[src/rtl/stl_pkg.sv]
// Purpose: shared constants for the self-test results log
// Assumes: APB slave, 32-bit data, one word per register
// Notes:   result codes and function codes follow the drive command set
package stl_pkg;
  localparam int          LOG_DEPTH  = 20;  // entries kept in the log
  localparam int          IDX_W      = 5;   // bits to index the log
  localparam logic [4:0]  LOG_MAX    = 5'd20;
  // register byte offsets
  localparam logic [7:0]  OFS_CMD    = 8'h00;  // write: function code
  localparam logic [7:0]  OFS_STAT   = 8'h04;  // read: running, count
  localparam logic [7:0]  OFS_IRQ    = 8'h08;  // sticky events, w1c
  localparam logic [7:0]  OFS_MASK   = 8'h0c;  // interrupt mask
  localparam logic [7:0]  OFS_SEL    = 8'h10;  // entry select, 0 newest
  localparam logic [7:0]  OFS_ENTRY  = 8'h14;  // selected entry codes
  localparam logic [7:0]  OFS_LBA    = 8'h18;  // selected entry lba
  // function codes
  localparam logic [2:0]  FN_SHORT   = 3'h1;
  localparam logic [2:0]  FN_EXT     = 3'h2;
  localparam logic [2:0]  FN_ABORT   = 3'h4;
  // result codes
  localparam logic [3:0]  RES_PASS   = 4'h0;
  localparam logic [3:0]  RES_ABORT  = 4'h1;
  localparam logic [3:0]  RES_RESET  = 4'h2;
  localparam logic [3:0]  RES_RUN    = 4'hf;
  // interrupt bits
  localparam int          IRQ_W      = 3;
  localparam int          IRQ_START  = 0;
  localparam int          IRQ_DONE   = 1;
  localparam int          IRQ_STOP   = 2;
  // entry word field positions
  localparam int          F_FN       = 0;   // [2:0]
  localparam int          F_RES      = 4;   // [7:4]
  localparam int          F_SK       = 8;   // [11:8]
  localparam int          F_ASC      = 16;  // [23:16]
  localparam int          F_ASCQ     = 24;  // [31:24]
  localparam int          F_FRU      = 8;   // status word [15:8]
  localparam int          F_RUNB     = 0;   // status bit running
  localparam int          F_CNT      = 16;  // status [20:16]
  // controller states
  typedef enum logic [1:0] {
    ST_IDLE = 2'b01,
    ST_RUN  = 2'b10
  } stl_state_t;
endpackage : stl_pkg

[src/rtl/stl_log.sv]
// Operation
// - new entry at head, older shift down
// - keep 20 entries, drop the oldest
// - entry function code equals command's code
// - new entry result starts at f
// - store whole log after creating entry
// - final result written and stored at end
// - host reads up to 20, newest first
// - 4-bit result, zero pass, nonzero cause
// - failures record lba, sense, asc, ascq, fru
// - bus or device reset stops test
// - abort code records result 01
// - other stops record result 02
// - code 001 short, 010 extended
//
// Purpose: self-test results log with APB access and nv commit strobe
// Assumes: test engine on pclk; reset pins asynchronous to pclk
// Notes:   prdata is loaded in the setup phase, so pready stays high
//          a reset pin edge reaches the log three clocks after it rises
`timescale 1ns/100ps
`default_nettype none
module stl_log
  import stl_pkg::*;
(
  input  wire logic        pclk,
  input  wire logic        presetn,
  input  wire logic        psel,
  input  wire logic        penable,
  input  wire logic        pwrite,
  input  wire logic [7:0]  paddr,
  input  wire logic [31:0] pwdata,
  output var  logic [31:0] prdata,
  output logic             pready,
  output logic             pslverr,
  input  wire logic        bus_reset,    // interface reset pin
  input  wire logic        dev_reset,    // device reset message pin
  input  wire logic        done_valid,   // engine: test finished
  input  wire logic [3:0]  done_result,
  input  wire logic [3:0]  done_sense,
  input  wire logic [7:0]  done_asc,
  input  wire logic [7:0]  done_ascq,
  input  wire logic [7:0]  done_fru,
  input  wire logic [31:0] done_lba,
  output var  logic        test_start,   // pulse to engine
  output var  logic [2:0]  test_func,
  output var  logic        test_stop,    // pulse: engine must halt
  output var  logic        nv_store,     // pulse: commit whole log
  output logic             irq
);
  import stl_pkg::*;

  //////////////////////////////////////////////////////////////////////
  // log storage, index 0 is the newest entry
  // fields kept as separate arrays so a test end rewrites only the head entry
  // result and, on a failure, its detail, without touching the shift path of the older entries
  logic [2:0]  fn   [LOG_DEPTH];   // function code
  logic [3:0]  res  [LOG_DEPTH];   // result code
  logic [3:0]  sk   [LOG_DEPTH];   // sense key
  logic [7:0]  asc  [LOG_DEPTH];
  logic [7:0]  ascq [LOG_DEPTH];
  logic [7:0]  fru  [LOG_DEPTH];
  logic [31:0] lba  [LOG_DEPTH];
  logic [4:0]  count;              // valid entries
  stl_state_t  state;
  logic [IRQ_W-1:0] irq_stat;      // sticky events
  logic [IRQ_W-1:0] irq_mask;      // 1 lets the event through
  logic [4:0]  sel;                // entry picked for reading

  //////////////////////////////////////////////////////////////////////
  // reset pins: two flops, then a third for the edge
  // the pins are not timed to pclk; the first flop feeds no logic, and
  // a held level counts once, so a long reset pulse stops one test only
  logic [1:0] brs_q, drs_q;
  logic       brs_d, drs_d;
  always_ff @(posedge pclk or negedge presetn) begin
    if (!presetn) begin
      brs_q <= 2'h0;
      drs_q <= 2'h0;
      brs_d <= 1'b0;
      drs_d <= 1'b0;
    end else begin
      brs_q <= {brs_q[0], bus_reset};
      drs_q <= {drs_q[0], dev_reset};
      brs_d <= brs_q[1];
      drs_d <= drs_q[1];
    end
  end
  wire rst_ev = (brs_q[1] & ~brs_d) | (drs_q[1] & ~drs_d);

  //////////////////////////////////////////////////////////////////////
  // bus decode
  // setup and access are told apart by penable; the slave never stalls
  wire wr_acc  = psel & penable & pwrite;
  wire setup   = psel & ~penable;
  wire hit_cmd = (paddr == OFS_CMD);
  wire hit_st  = (paddr == OFS_STAT);
  wire hit_irq = (paddr == OFS_IRQ);
  wire hit_msk = (paddr == OFS_MASK);
  wire hit_sel = (paddr == OFS_SEL);
  wire hit_ent = (paddr == OFS_ENTRY);
  wire hit_lba = (paddr == OFS_LBA);
  wire mapped  = hit_cmd | hit_st | hit_irq | hit_msk | hit_sel
               | hit_ent | hit_lba;
  wire running = (state == ST_RUN);
  wire [2:0] wr_fn = pwdata[2:0];
  // only the two test codes open an entry; busy drive ignores them
  wire fn_test  = (wr_fn == FN_SHORT) | (wr_fn == FN_EXT);
  wire start_ok = wr_acc & hit_cmd & fn_test & ~running;
  wire abort_ok = wr_acc & hit_cmd & (wr_fn == FN_ABORT) & running
                & ~rst_ev;
  wire reset_ok = rst_ev & running;
  // engine completion counts only while a test is open
  wire done_ok  = done_valid & running & ~abort_ok & ~reset_ok;
  wire end_ok   = done_ok | abort_ok | reset_ok;
  wire [3:0] end_res = abort_ok ? RES_ABORT
                     : reset_ok ? RES_RESET : done_result;
  wire fail_rec = done_ok & (done_result != RES_PASS);
  wire [IRQ_W-1:0] ev = {(abort_ok | reset_ok), done_ok, start_ok};
  wire sel_ok   = (sel < count);

  //////////////////////////////////////////////////////////////////////
  // entry shifting and update; head only is rewritten at test end
  // a start and an end cannot meet: a start needs idle, an end a test
  always_ff @(posedge pclk or negedge presetn) begin
    if (!presetn) begin
      for (int i = 0; i < LOG_DEPTH; i++) begin
        fn[i]   <= 3'h0;
        res[i]  <= RES_PASS;
        sk[i]   <= 4'h0;
        asc[i]  <= 8'h00;
        ascq[i] <= 8'h00;
        fru[i]  <= 8'h00;
        lba[i]  <= 32'h0;
      end
    end else if (start_ok) begin
      // tail entry falls off the end as all move down
      for (int i = LOG_DEPTH-1; i > 0; i--) begin
        fn[i]   <= fn[i-1];
        res[i]  <= res[i-1];
        sk[i]   <= sk[i-1];
        asc[i]  <= asc[i-1];
        ascq[i] <= ascq[i-1];
        fru[i]  <= fru[i-1];
        lba[i]  <= lba[i-1];
      end
      fn[0]   <= wr_fn;
      res[0]  <= RES_RUN;
      sk[0]   <= 4'h0;
      asc[0]  <= 8'h00;
      ascq[0] <= 8'h00;
      fru[0]  <= 8'h00;
      lba[0]  <= 32'h0;
    end else if (end_ok) begin
      res[0] <= end_res;
      if (fail_rec) begin
        sk[0]   <= done_sense;
        asc[0]  <= done_asc;
        ascq[0] <= done_ascq;
        fru[0]  <= done_fru;
        lba[0]  <= done_lba;
      end
    end
  end

  //////////////////////////////////////////////////////////////////////
  // count saturates at the depth
  // once full, each new entry pushes one out, so the count stays put
  always_ff @(posedge pclk or negedge presetn) begin
    if (!presetn) count <= 5'd0;
    else if (start_ok && count != LOG_MAX) count <= count + 5'd1;
  end

  //////////////////////////////////////////////////////////////////////
  // controller
  // two states only: the engine does the work, this side keeps the books
  always_ff @(posedge pclk or negedge presetn) begin
    if (!presetn) begin
      state <= ST_IDLE;
    end else begin
      case (state)
        ST_IDLE: if (start_ok) state <= ST_RUN;
        ST_RUN:  if (end_ok) state <= ST_IDLE;
        default: state <= ST_IDLE;
      endcase
    end
  end

  //////////////////////////////////////////////////////////////////////
  // engine strobes and nv commit, one cycle each
  // the storage side copies the whole log on every strobe; a start and
  // the end of the same test always give two separate strobes
  always_ff @(posedge pclk or negedge presetn) begin
    if (!presetn) begin
      test_start <= 1'b0;
      test_func  <= 3'h0;
      test_stop  <= 1'b0;
      nv_store   <= 1'b0;
    end else begin
      test_start <= start_ok;
      test_stop  <= abort_ok | reset_ok;
      nv_store   <= start_ok | end_ok;
      if (start_ok) test_func <= wr_fn;
    end
  end

  //////////////////////////////////////////////////////////////////////
  // control registers; an event beats a clear in the same cycle
  // so software clearing a bit it has just read never loses a fresh event
  always_ff @(posedge pclk or negedge presetn) begin
    if (!presetn) begin
      irq_stat <= '0;
      irq_mask <= '0;
      sel      <= 5'd0;
    end else begin
      irq_stat <= (irq_stat & ~((wr_acc & hit_irq) ? pwdata[IRQ_W-1:0]
                                                    : '0)) | ev;
      if (wr_acc && hit_msk) irq_mask <= pwdata[IRQ_W-1:0];
      if (wr_acc && hit_sel) sel <= pwdata[4:0];
    end
  end
  assign irq = |(irq_stat & irq_mask);

  //////////////////////////////////////////////////////////////////////
  // read data; entries beyond count read as zero
  // sel may point past the last entry; the guard keeps the array index
  // in range, so stale or unknown words never reach the bus
  logic [31:0] rd_st, rd_ent, rd_lba, rd_mux;
  always_comb begin
    rd_st  = 32'h0;
    rd_ent = 32'h0;
    rd_lba = 32'h0;
    rd_st[F_RUNB]         = running;
    rd_st[F_CNT +: 5]     = count;
    if (sel_ok) begin
      rd_ent[F_FN +: 3]   = fn[sel];
      rd_ent[F_RES +: 4]  = res[sel];
      rd_ent[F_SK +: 4]   = sk[sel];
      rd_ent[F_ASC +: 8]  = asc[sel];
      rd_ent[F_ASCQ +: 8] = ascq[sel];
      rd_lba              = lba[sel];
      rd_st[F_FRU +: 8]   = fru[sel];
    end
  end
  assign rd_mux = hit_st  ? rd_st
                : hit_irq ? {29'h0, irq_stat}
                : hit_msk ? {29'h0, irq_mask}
                : hit_sel ? {27'h0, sel}
                : hit_ent ? rd_ent
                : hit_lba ? rd_lba : 32'h0;
  always_ff @(posedge pclk or negedge presetn) begin
    if (!presetn) prdata <= 32'h0;
    else if (setup) prdata <= rd_mux;
  end
  assign pready  = 1'b1;
  assign pslverr = psel & penable & ~mapped;

  //////////////////////////////////////////////////////////////////////
  // checks
  // each property guards one rule of the log; all share the bus clock
  // and are off while the block is held in reset
  a_head_init: assert property (@(posedge pclk) disable iff (!presetn)
    start_ok |=> fn[0] == $past(pwdata[2:0]) && res[0] == RES_RUN)
    else $error("new entry not initialised");
  a_shift_down: assert property (@(posedge pclk) disable iff (!presetn)
    start_ok |=> res[1] == $past(res[0]) && fn[1] == $past(fn[0]))
    else $error("log did not shift");
  a_count_cap: assert property (@(posedge pclk) disable iff (!presetn)
    count <= LOG_MAX)
    else $error("log count above depth");
  a_nv_commit: assert property (@(posedge pclk) disable iff (!presetn)
    (start_ok || end_ok) |=> nv_store)
    else $error("log not committed");
  // no commit strobe without a new entry or a finished test
  a_nv_quiet: assert property (@(posedge pclk) disable iff (!presetn)
    !(start_ok || end_ok) |=> !nv_store)
    else $error("stray commit strobe");
  a_done_res: assert property (@(posedge pclk) disable iff (!presetn)
    done_ok |=> res[0] == $past(done_result) && !running)
    else $error("final result not stored");
  a_abort_res: assert property (@(posedge pclk) disable iff (!presetn)
    abort_ok |=> res[0] == RES_ABORT && test_stop)
    else $error("abort code wrong");
  a_reset_res: assert property (@(posedge pclk) disable iff (!presetn)
    reset_ok |=> res[0] == RES_RESET && state == ST_IDLE)
    else $error("reset stop code wrong");
  a_older_kept: assert property (@(posedge pclk) disable iff (!presetn)
    end_ok |=> res[1] == $past(res[1]))
    else $error("older entry changed");
  a_fail_info: assert property (@(posedge pclk) disable iff (!presetn)
    fail_rec |=> lba[0] == $past(done_lba) && fru[0] == $past(done_fru))
    else $error("failure detail lost");

  //////////////////////////////////////////////////////////////////////
  // strobes to the engine, the entry counter and the read path; each
  // one catches a slip that the bench could only see much later
  // the engine is told the very code that opened the entry
  a_start_pulse: assert property (@(posedge pclk) disable iff (!presetn)
    start_ok |=> test_start && test_func == $past(wr_fn))
    else $error("start strobe wrong");
  // the held function code always matches the open entry
  a_func_held: assert property (@(posedge pclk) disable iff (!presetn)
    running |-> test_func == fn[0])
    else $error("function code drifted");
  // an open test always shows the in-progress code
  a_run_marked: assert property (@(posedge pclk) disable iff (!presetn)
    running |-> res[0] == RES_RUN)
    else $error("open entry not marked");
  // a new entry carries no failure detail from an older test
  a_clean_head: assert property (@(posedge pclk) disable iff (!presetn)
    start_ok |=> sk[0] == '0 && asc[0] == '0 && lba[0] == '0)
    else $error("new entry not clean");
  // the last slot takes its neighbour, the old tail is gone
  a_tail_shift: assert property (@(posedge pclk) disable iff (!presetn)
    start_ok |=> lba[LOG_DEPTH-1] == $past(lba[LOG_DEPTH-2]))
    else $error("tail not shifted");
  // the count follows every new entry until the log is full
  a_count_step: assert property (@(posedge pclk) disable iff (!presetn)
    start_ok && count != LOG_MAX |=> count == $past(count) + 5'd1)
    else $error("count did not step");
  // a full log stays full
  a_full_hold: assert property (@(posedge pclk) disable iff (!presetn)
    start_ok && count == LOG_MAX |=> count == LOG_MAX)
    else $error("full count moved");
  // a test code written while a test runs leaves the open entry alone
  a_busy_keep: assert property (@(posedge pclk) disable iff (!presetn)
    wr_acc && hit_cmd && fn_test && running |=> fn[0] == $past(fn[0]))
    else $error("busy start accepted");
  // an abort with nothing running is ignored
  a_abort_idle: assert property (@(posedge pclk) disable iff (!presetn)
    wr_acc && hit_cmd && wr_fn == FN_ABORT && !running |=> !running && !test_stop)
    else $error("idle abort acted");
  // the engine is halted only for an abort or a reset
  a_stop_once: assert property (@(posedge pclk) disable iff (!presetn)
    !(abort_ok || reset_ok) |=> !test_stop)
    else $error("stray halt strobe");
  // a reset stop halts the engine and commits the log
  a_reset_stop: assert property (@(posedge pclk) disable iff (!presetn)
    reset_ok |=> test_stop && nv_store)
    else $error("reset stop not sent");
  // entries past the count read as zero
  a_empty_read: assert property (@(posedge pclk) disable iff (!presetn)
    !sel_ok |-> rd_ent == '0 && rd_lba == '0)
    else $error("empty entry not zero");
endmodule : stl_log
`default_nettype wire

[config.mk]
export PLATFORM = sky130hd
export DESIGN_NAME = stl_log
export DESIGN_NICKNAME = d
export VERILOG_FILES = /design/src/rtl/stl_pkg.sv /design/src/rtl/stl_log.sv
export SDC_FILE = /design/constraint.sdc
export NUM_CORES = 2
export LEC_CHECK = 0
export ABC_AREA = 1
export BUFFER_PORTS_ARGS = -buffer_cell sky130_fd_sc_hd__buf_2
export CAP_MARGIN = 15
export CORE_MARGIN = 5
export CORE_UTILIZATION = 35
export DETAILED_ROUTE_END_ITERATION = 10
export HOLD_SLACK_MARGIN = 0.05
export PLACE_DENSITY = 0.55
export SYNTH_ARGS = -nofsm -noshare
export SYNTH_HDL_FRONTEND = slang
export SYNTH_SLANG_ARGS = --single-unit
[constraint.sdc]
create_clock -name pclk -period 1.6 [get_ports pclk]
set_input_delay 0.32 -clock pclk [delete_from_list [all_inputs] [get_ports pclk]]
set_output_delay 0.32 -clock pclk [all_outputs]
set_load 0.02 [all_outputs]
; Yosys cells after proc, flatten, opt, wreduce, memory -nomap -nowiden
; Cells that the tools add are included.
[classes]
addsub = 1
multipliers = 0
div = 0
order_cmp = 2
eq_ne = 14
shifts = 0
muxes = 55
bitwise = 43
reduce_logical = 10
[op_table]
columns = op, n
row1 = 2-to-1 mux 32 bit, 12
row2 = binary-select mux 32 bit (select 5 bit), 1
row3 = 2-to-1 mux 8 bit, 17
row4 = binary-select mux 8 bit (select 5 bit), 3
row5 = 2-to-1 mux 4 bit, 11
row6 = binary-select mux 4 bit (select 5 bit), 2
row7 = == test 8 x 5 -> 1 bit (second input constant), 3
row8 = bitwise AND 1 bit, 18
row9 = == test 8 x 4 -> 1 bit (second input constant), 2
row10 = 2-to-1 mux 16 bit, 1
row11 = binary-select mux 3 bit (select 5 bit), 1
row12 = 2-to-1 mux 3 bit, 4
row13 = OR 1 bit, 12
row14 = == test 8 x 3 -> 1 bit (second input constant), 1
row15 = zero test 8 bit, 1
row16 = NOT 1 bit, 8
row17 = bitwise AND 3 bit, 2
row18 = greater-or-equal comparator 6 bit (second input constant), 1
row19 = NOT 5 -> 6 bit, 1
row20 = adder 5 x 1 -> 5 bit (second input constant), 1
row21 = less-than comparator 5 bit, 1
row22 = != test 5 bit (second input constant), 1
row23 = 2-to-1 mux 2 bit, 2
row24 = case mux 2 bit (2 select lines), 1
row25 = other kinds (14), 18
[word_totals]
ff_bits = 1399
latchBits = 0
ramBits = 0
rom_bits = 0
inputBits = 112
out_inout_bits = 41
elab_cells = 278
mem_count = 0

; Depth between registers and ports, before layout
[depth]
word_depth = 13
mapped_depth = 16
ltp_nobuf = 15

; Worst setup path before layout
; Ideal clock, no wire load.
[synth_timing]
path_kind = input -> output
start = in paddr[4]
end = out pslverr
t_arrival_ns = 1.556
required_time_ns = 1.280
path_slack_ns = -0.276
path_stages = 7
path_buffers = 1
path_cell_list = inv_1 nand3_2 nor2_1 nand2_1 clkbuf_1 nand3_1 nor3_1
[synth_between]
elab_chain_len = 9
elab_cells_between_ends = 15
classes_between = eq/ne (6) / bitwise (8) / reduce/logical (1)
[synth_rtl]
columns = item, line_no
row1 = start: declaration, stl_log.sv:30  ; input wire logic [7:0] paddr,
row2 = == test 8 x 3 -> 1 bit / zero test 8 bit (equally long branches), "stl_log.sv:96, stl_log.sv:95"
row3 = OR 1 bit (4 in series), stl_log.sv:102  ; wire mapped = hit_cmd | hit_st | hit_irq | hit_msk | hit_sel
row4 = OR 1 bit, stl_log.sv:103  ; | hit_ent | hit_lba;
row5 = OR 1 bit (*), stl_log.sv:103
row6 = NOT 1 bit (*), stl_log.sv:255  ; assign pslverr = psel & penable & ~mapped;
row7 = bitwise AND 1 bit (*), stl_log.sv:255
row8 = end: declaration, stl_log.sv:34  ; output logic pslverr,
; Mark *: on every way between the ends. The rest lies on a longest branch, timed or not.

; Worst setup path after layout
[layout_timing]
start = reg sel[0]
end = reg prdata[14]
[layout_between]
elab_chain_len = 11
elab_cells_between_ends = 16
classes_between = order compare (1) / mux (14) / bitwise (1)
[layout_rtl]
columns = item, line_no
row1 = start: declaration, stl_log.sv:67  ; logic [4:0] sel;
row2 = start signal: assignment, stl_log.sv:218  ; if (wr_acc && hit_sel) sel <= pwdata[4:0];
row3 = NOT 5 -> 6 bit (implied by the code), "stl_log.sv:240, stl_log.sv:241"
row4 = binary-select mux 32 bit (select 5 bit), stl_log.sv:240  ; rd_lba = lba[sel];
row5 = 2-to-1 mux 32 bit (implied by the code) (2 in series), stl_log.sv:240
row6 = 2-to-1 mux 32 bit, stl_log.sv:234  ; if (sel_ok) begin
row7 = 2-to-1 mux 32 bit, stl_log.sv:249  ; : hit_lba ? rd_lba : 32'h0;
row8 = 2-to-1 mux 32 bit, stl_log.sv:248  ; : hit_ent ? rd_ent
row9 = 2-to-1 mux 32 bit, stl_log.sv:247  ; : hit_sel ? {27'h0, sel}
row10 = 2-to-1 mux 32 bit, stl_log.sv:246  ; : hit_msk ? {29'h0, irq_mask}
row11 = 2-to-1 mux 32 bit, stl_log.sv:245  ; : hit_irq ? {29'h0, irq_stat}
row12 = 2-to-1 mux 32 bit (*), stl_log.sv:244  ; assign rd_mux = hit_st ? rd_st
row13 = end signal: assignment, stl_log.sv:252  ; else if (setup) prdata <= rd_mux;
row14 = end: declaration, stl_log.sv:32  ; output var logic [31:0] prdata,
; Mark *: on every way between the ends. The rest lies on a longest branch, timed or not. The select of a mux whose other input is x is not followed.
; A chain may end at the register's enable or synchronous reset.

==> metrics <==
status finished with violations; violated checks negative setup slack; routed wire length 212000 um; worst clock skew 0.0430 ns; r2r endpoint prdata[14]; number of standard cells after synthesis 7881; P per Cell Area 930 mW/mm2; clock sink count 1399; post-route worst setup slack -0.684 ns; worst rel slew slack 51.2%; net count of the mapped netlist 7999; share of Yosys cell area claimed by the top area cell type 54.1%; Setup-failing EPs final 1422; count of final hold-check violations 0; min-delay src pwdata[0]; worst vdd ir 1210 uV; post-CTS clock slew at the launch and capture registers of the worst setup and hold paths 0.06 ns; capture endpoint of the worst hold path test_stop; Port Buffer Count 124; leading cell types in the layout, fill and taps excluded nand2_1 (1835), dfrtp_1 (1392), o21ai_0 (1022); highest achievable clock rate 0.438 GHz; unrepaired setup endpoints after global routing true; number of buffers created by CTS 159; average wire length per cell after detail routing 19.1 um; library cell used as clock root buffer clkbuf_16; Slew Viols, Final 0; Primary FF master, synth dfrtp_1; min cycle time layout 2.28 ns; number of optimization iterations in the first detailed-route pass 6; Routed Antenna Nets 0; count of maximum capacitance violations 0; mean area per synthesized cell 8.20 um2; number of placement rows 157; die area 0.193 mm2; number of enable flip-flop cells after synthesis 0; number of distinct library cells after synthesis 47; ratio of final minimum period to clock period 143%; initial detailed-routing violation count 4911; x dimension of the die 440 um; Core Footprint 0.183 mm2; worst hold slack 0.0178 ns; cell taking the most area after synthesis dfrtp_1; number of antenna violations at the first check in global routing 0; most common cell after layout, fill and taps aside nand2_1; # IOs 153; Cell Area, Synth 0.0646 mm2; reg2reg path depth 10; post-route core utilization 45.3%; detailed placer's ending HPWL 135000 um; post-synthesis sequential area ratio 54.2%; share of cells above drive strength 1 18.6%; first-pass GRT wire length 325000 um; count of synthesis-stage warnings from yosys 0; Die Y 440 um; CTS Hold Buffers Added 72; Critical Path Source Type register; Pleak 0.0393 uW; clock tree from TritonCTS yes; number of instances on the worst hold path 5; worst hold path class in -> reg; kind of critical path reg -> reg; Filler cells 17600; Worst-Skew Late Latency 0.81 ns; initial standard-cell utilization of the core 35.3%; reg-to-reg critical path startpoint sel[0]; leading cell types by total area after synthesis dfrtp_1 (54%), o21ai_0 (14%), nand2_1 (11%); number of storage elements in the synthesis netlist 1399; number of nets at the end of the flow 8647; gpl congestion 0.830; data required time at the worst endpoint 2.33 ns; Arrival @ worst endpoint 3.01 ns; maximum number of buffers from clock root to sink 3; global route overflow 0; Async S/R FF share, synth 100%; actual slew at the worst max-slew pin 0.732 ns; P&R area growth vs syn 28.4%; Via Count 56200; worst setup slack for register-to-register paths -0.68 ns; number of global-route vias before repair 54300; category of the worst setup path capture point register; pin count of the biggest net entering global routing 96; maximum fanout along the worst path 18; H-tree depth 4; all-layer global routing usage 21.3%; DRC violations left 0; via-per-instance ratio 5.05
stage by stage:
stage | setup WS [ns] | TNS, ns | cell area (um2) | power (uW) | instances
after CTS | -0.646 | -502.85 | 81700 | 77900 | 11100
after global placement | -1.08 | -702.25 | 73100 | 39500 | 10600
after detailed placement | -1.08 | -737.47 | 73100 | 39600 | 10600
final | -0.684 | -559.82 | 82900 | 77200 | 11100
after floorplan | -0.113 | -29.87 | 65400 | 37600 | 7881
after global routing | -0.758 | -669.80 | 82900 | 79700 | 11100
critical path, stage by stage, from the launching register on:
cell and delay [ns]:
dfrtp_4 0.50, buf_4 0.17, buf_12 0.15, buf_12 0.17
buf_6 0.15, buf_4 0.16, o21ai_0 0.35, a41oi_2 0.22
a21oi_2 0.19, nand2_1 0.06, nand2_1 0.05
layer usage:
metal  up-vias  global-route usage, %  part of all wire [%]
li1      27200                      -                     -
met1     27300                   28.4                    43
met2      1401                   36.1                    49
met3       321                   2.56                   4.6
met4         0                   7.29                   3.6
met5         -                      0                     0
how the worst max path moves through the flow:
stage	start	end	slack, ns	depth (start not counted)
after global placement	sel[0]	prdata[11]	-1.08	11
after global routing	sel[1]	prdata[10]	-0.76	12
after detailed placement	sel[0]	prdata[11]	-1.08	11
after floorplan	sel[0]	prdata[6]	-0.11	13
final	sel[0]	prdata[14]	-0.68	10
after CTS	sel[0]	prdata[6]	-0.65	12
sequential cells by signal (all words and copies together) (netlist names), 32 cells and up:
| name | count |
|---|---|
| asc | 160 |
| ascq | 160 |
| fn | 57 |
| fru | 160 |
| lba | 640 |
| prdata | 32 |
| res | 80 |
| sk | 80 |
cells by family (layout without fill, tap and decap cells):
group,Yosys count,in the layout,synth area share (%)
AOI/OAI and AO/OA,2722,2722,21.9
xor gates and xnor gates,4,4,0.0542
adders and majority gates,6,6,0.116
buffers and inverters,1346,2128,9.06
DFF,1399,1399,54.2
muxes,3,3,0.0523
other,1,3,0.00580
and+or+nand+nor,2400,2400,14.6
where the power goes:
group          leakage [uW]  internal [uW]  switching, uW
Clock               0.00268          22200          15700
Sequential           0.0163          35700            191
Combinational        0.0203           1220           2180
Total                0.0393          59100          18100
layout make-up:
class | count | area, um2 | share of cell area, %
sequential | 1399 | 35000 | 42.2
inverter | 758 | 2920 | 3.53
multi-input combinational | 5136 | 24900 | 30.0
clock inverter | 55 | 728 | 0.878
clock buffer | 240 | 4720 | 5.70
timing repair buffer | 1070 | 11500 | 13.9
tap | 2464 | 3080 | 3.72
timing repair inverter | 5 | 58.8 | 0.0709
antenna | 2 | 5.00 | 0.00603
cells in the mapped netlist, drive strengths merged, types with 2 or more instances:
cell type,instances
o221a,2
mux2,3
o22ai,10
nand2,1900
o21ai,2021
clkbuf,225
dfrtp,1398
buf,363
ha,6
nor3,7
o311ai,2
nand4,13
a211oi,10
nand3,239
a21oi,592
nor2,236
a22oi,10
inv,757
a41oi,6
o211ai,64
xor2,4
or2,3
repair_timing:
item / CTS / global route
gates resized for setup: 355 / 219
pin swaps: 80 / 78
setup buffers: 47 / 30
hold endpoints to repair: 1475 / 1
endpoints found under the setup margin: 1422 / 1422
cloned: 34 / 18
(Power assumes the default switching activity.)
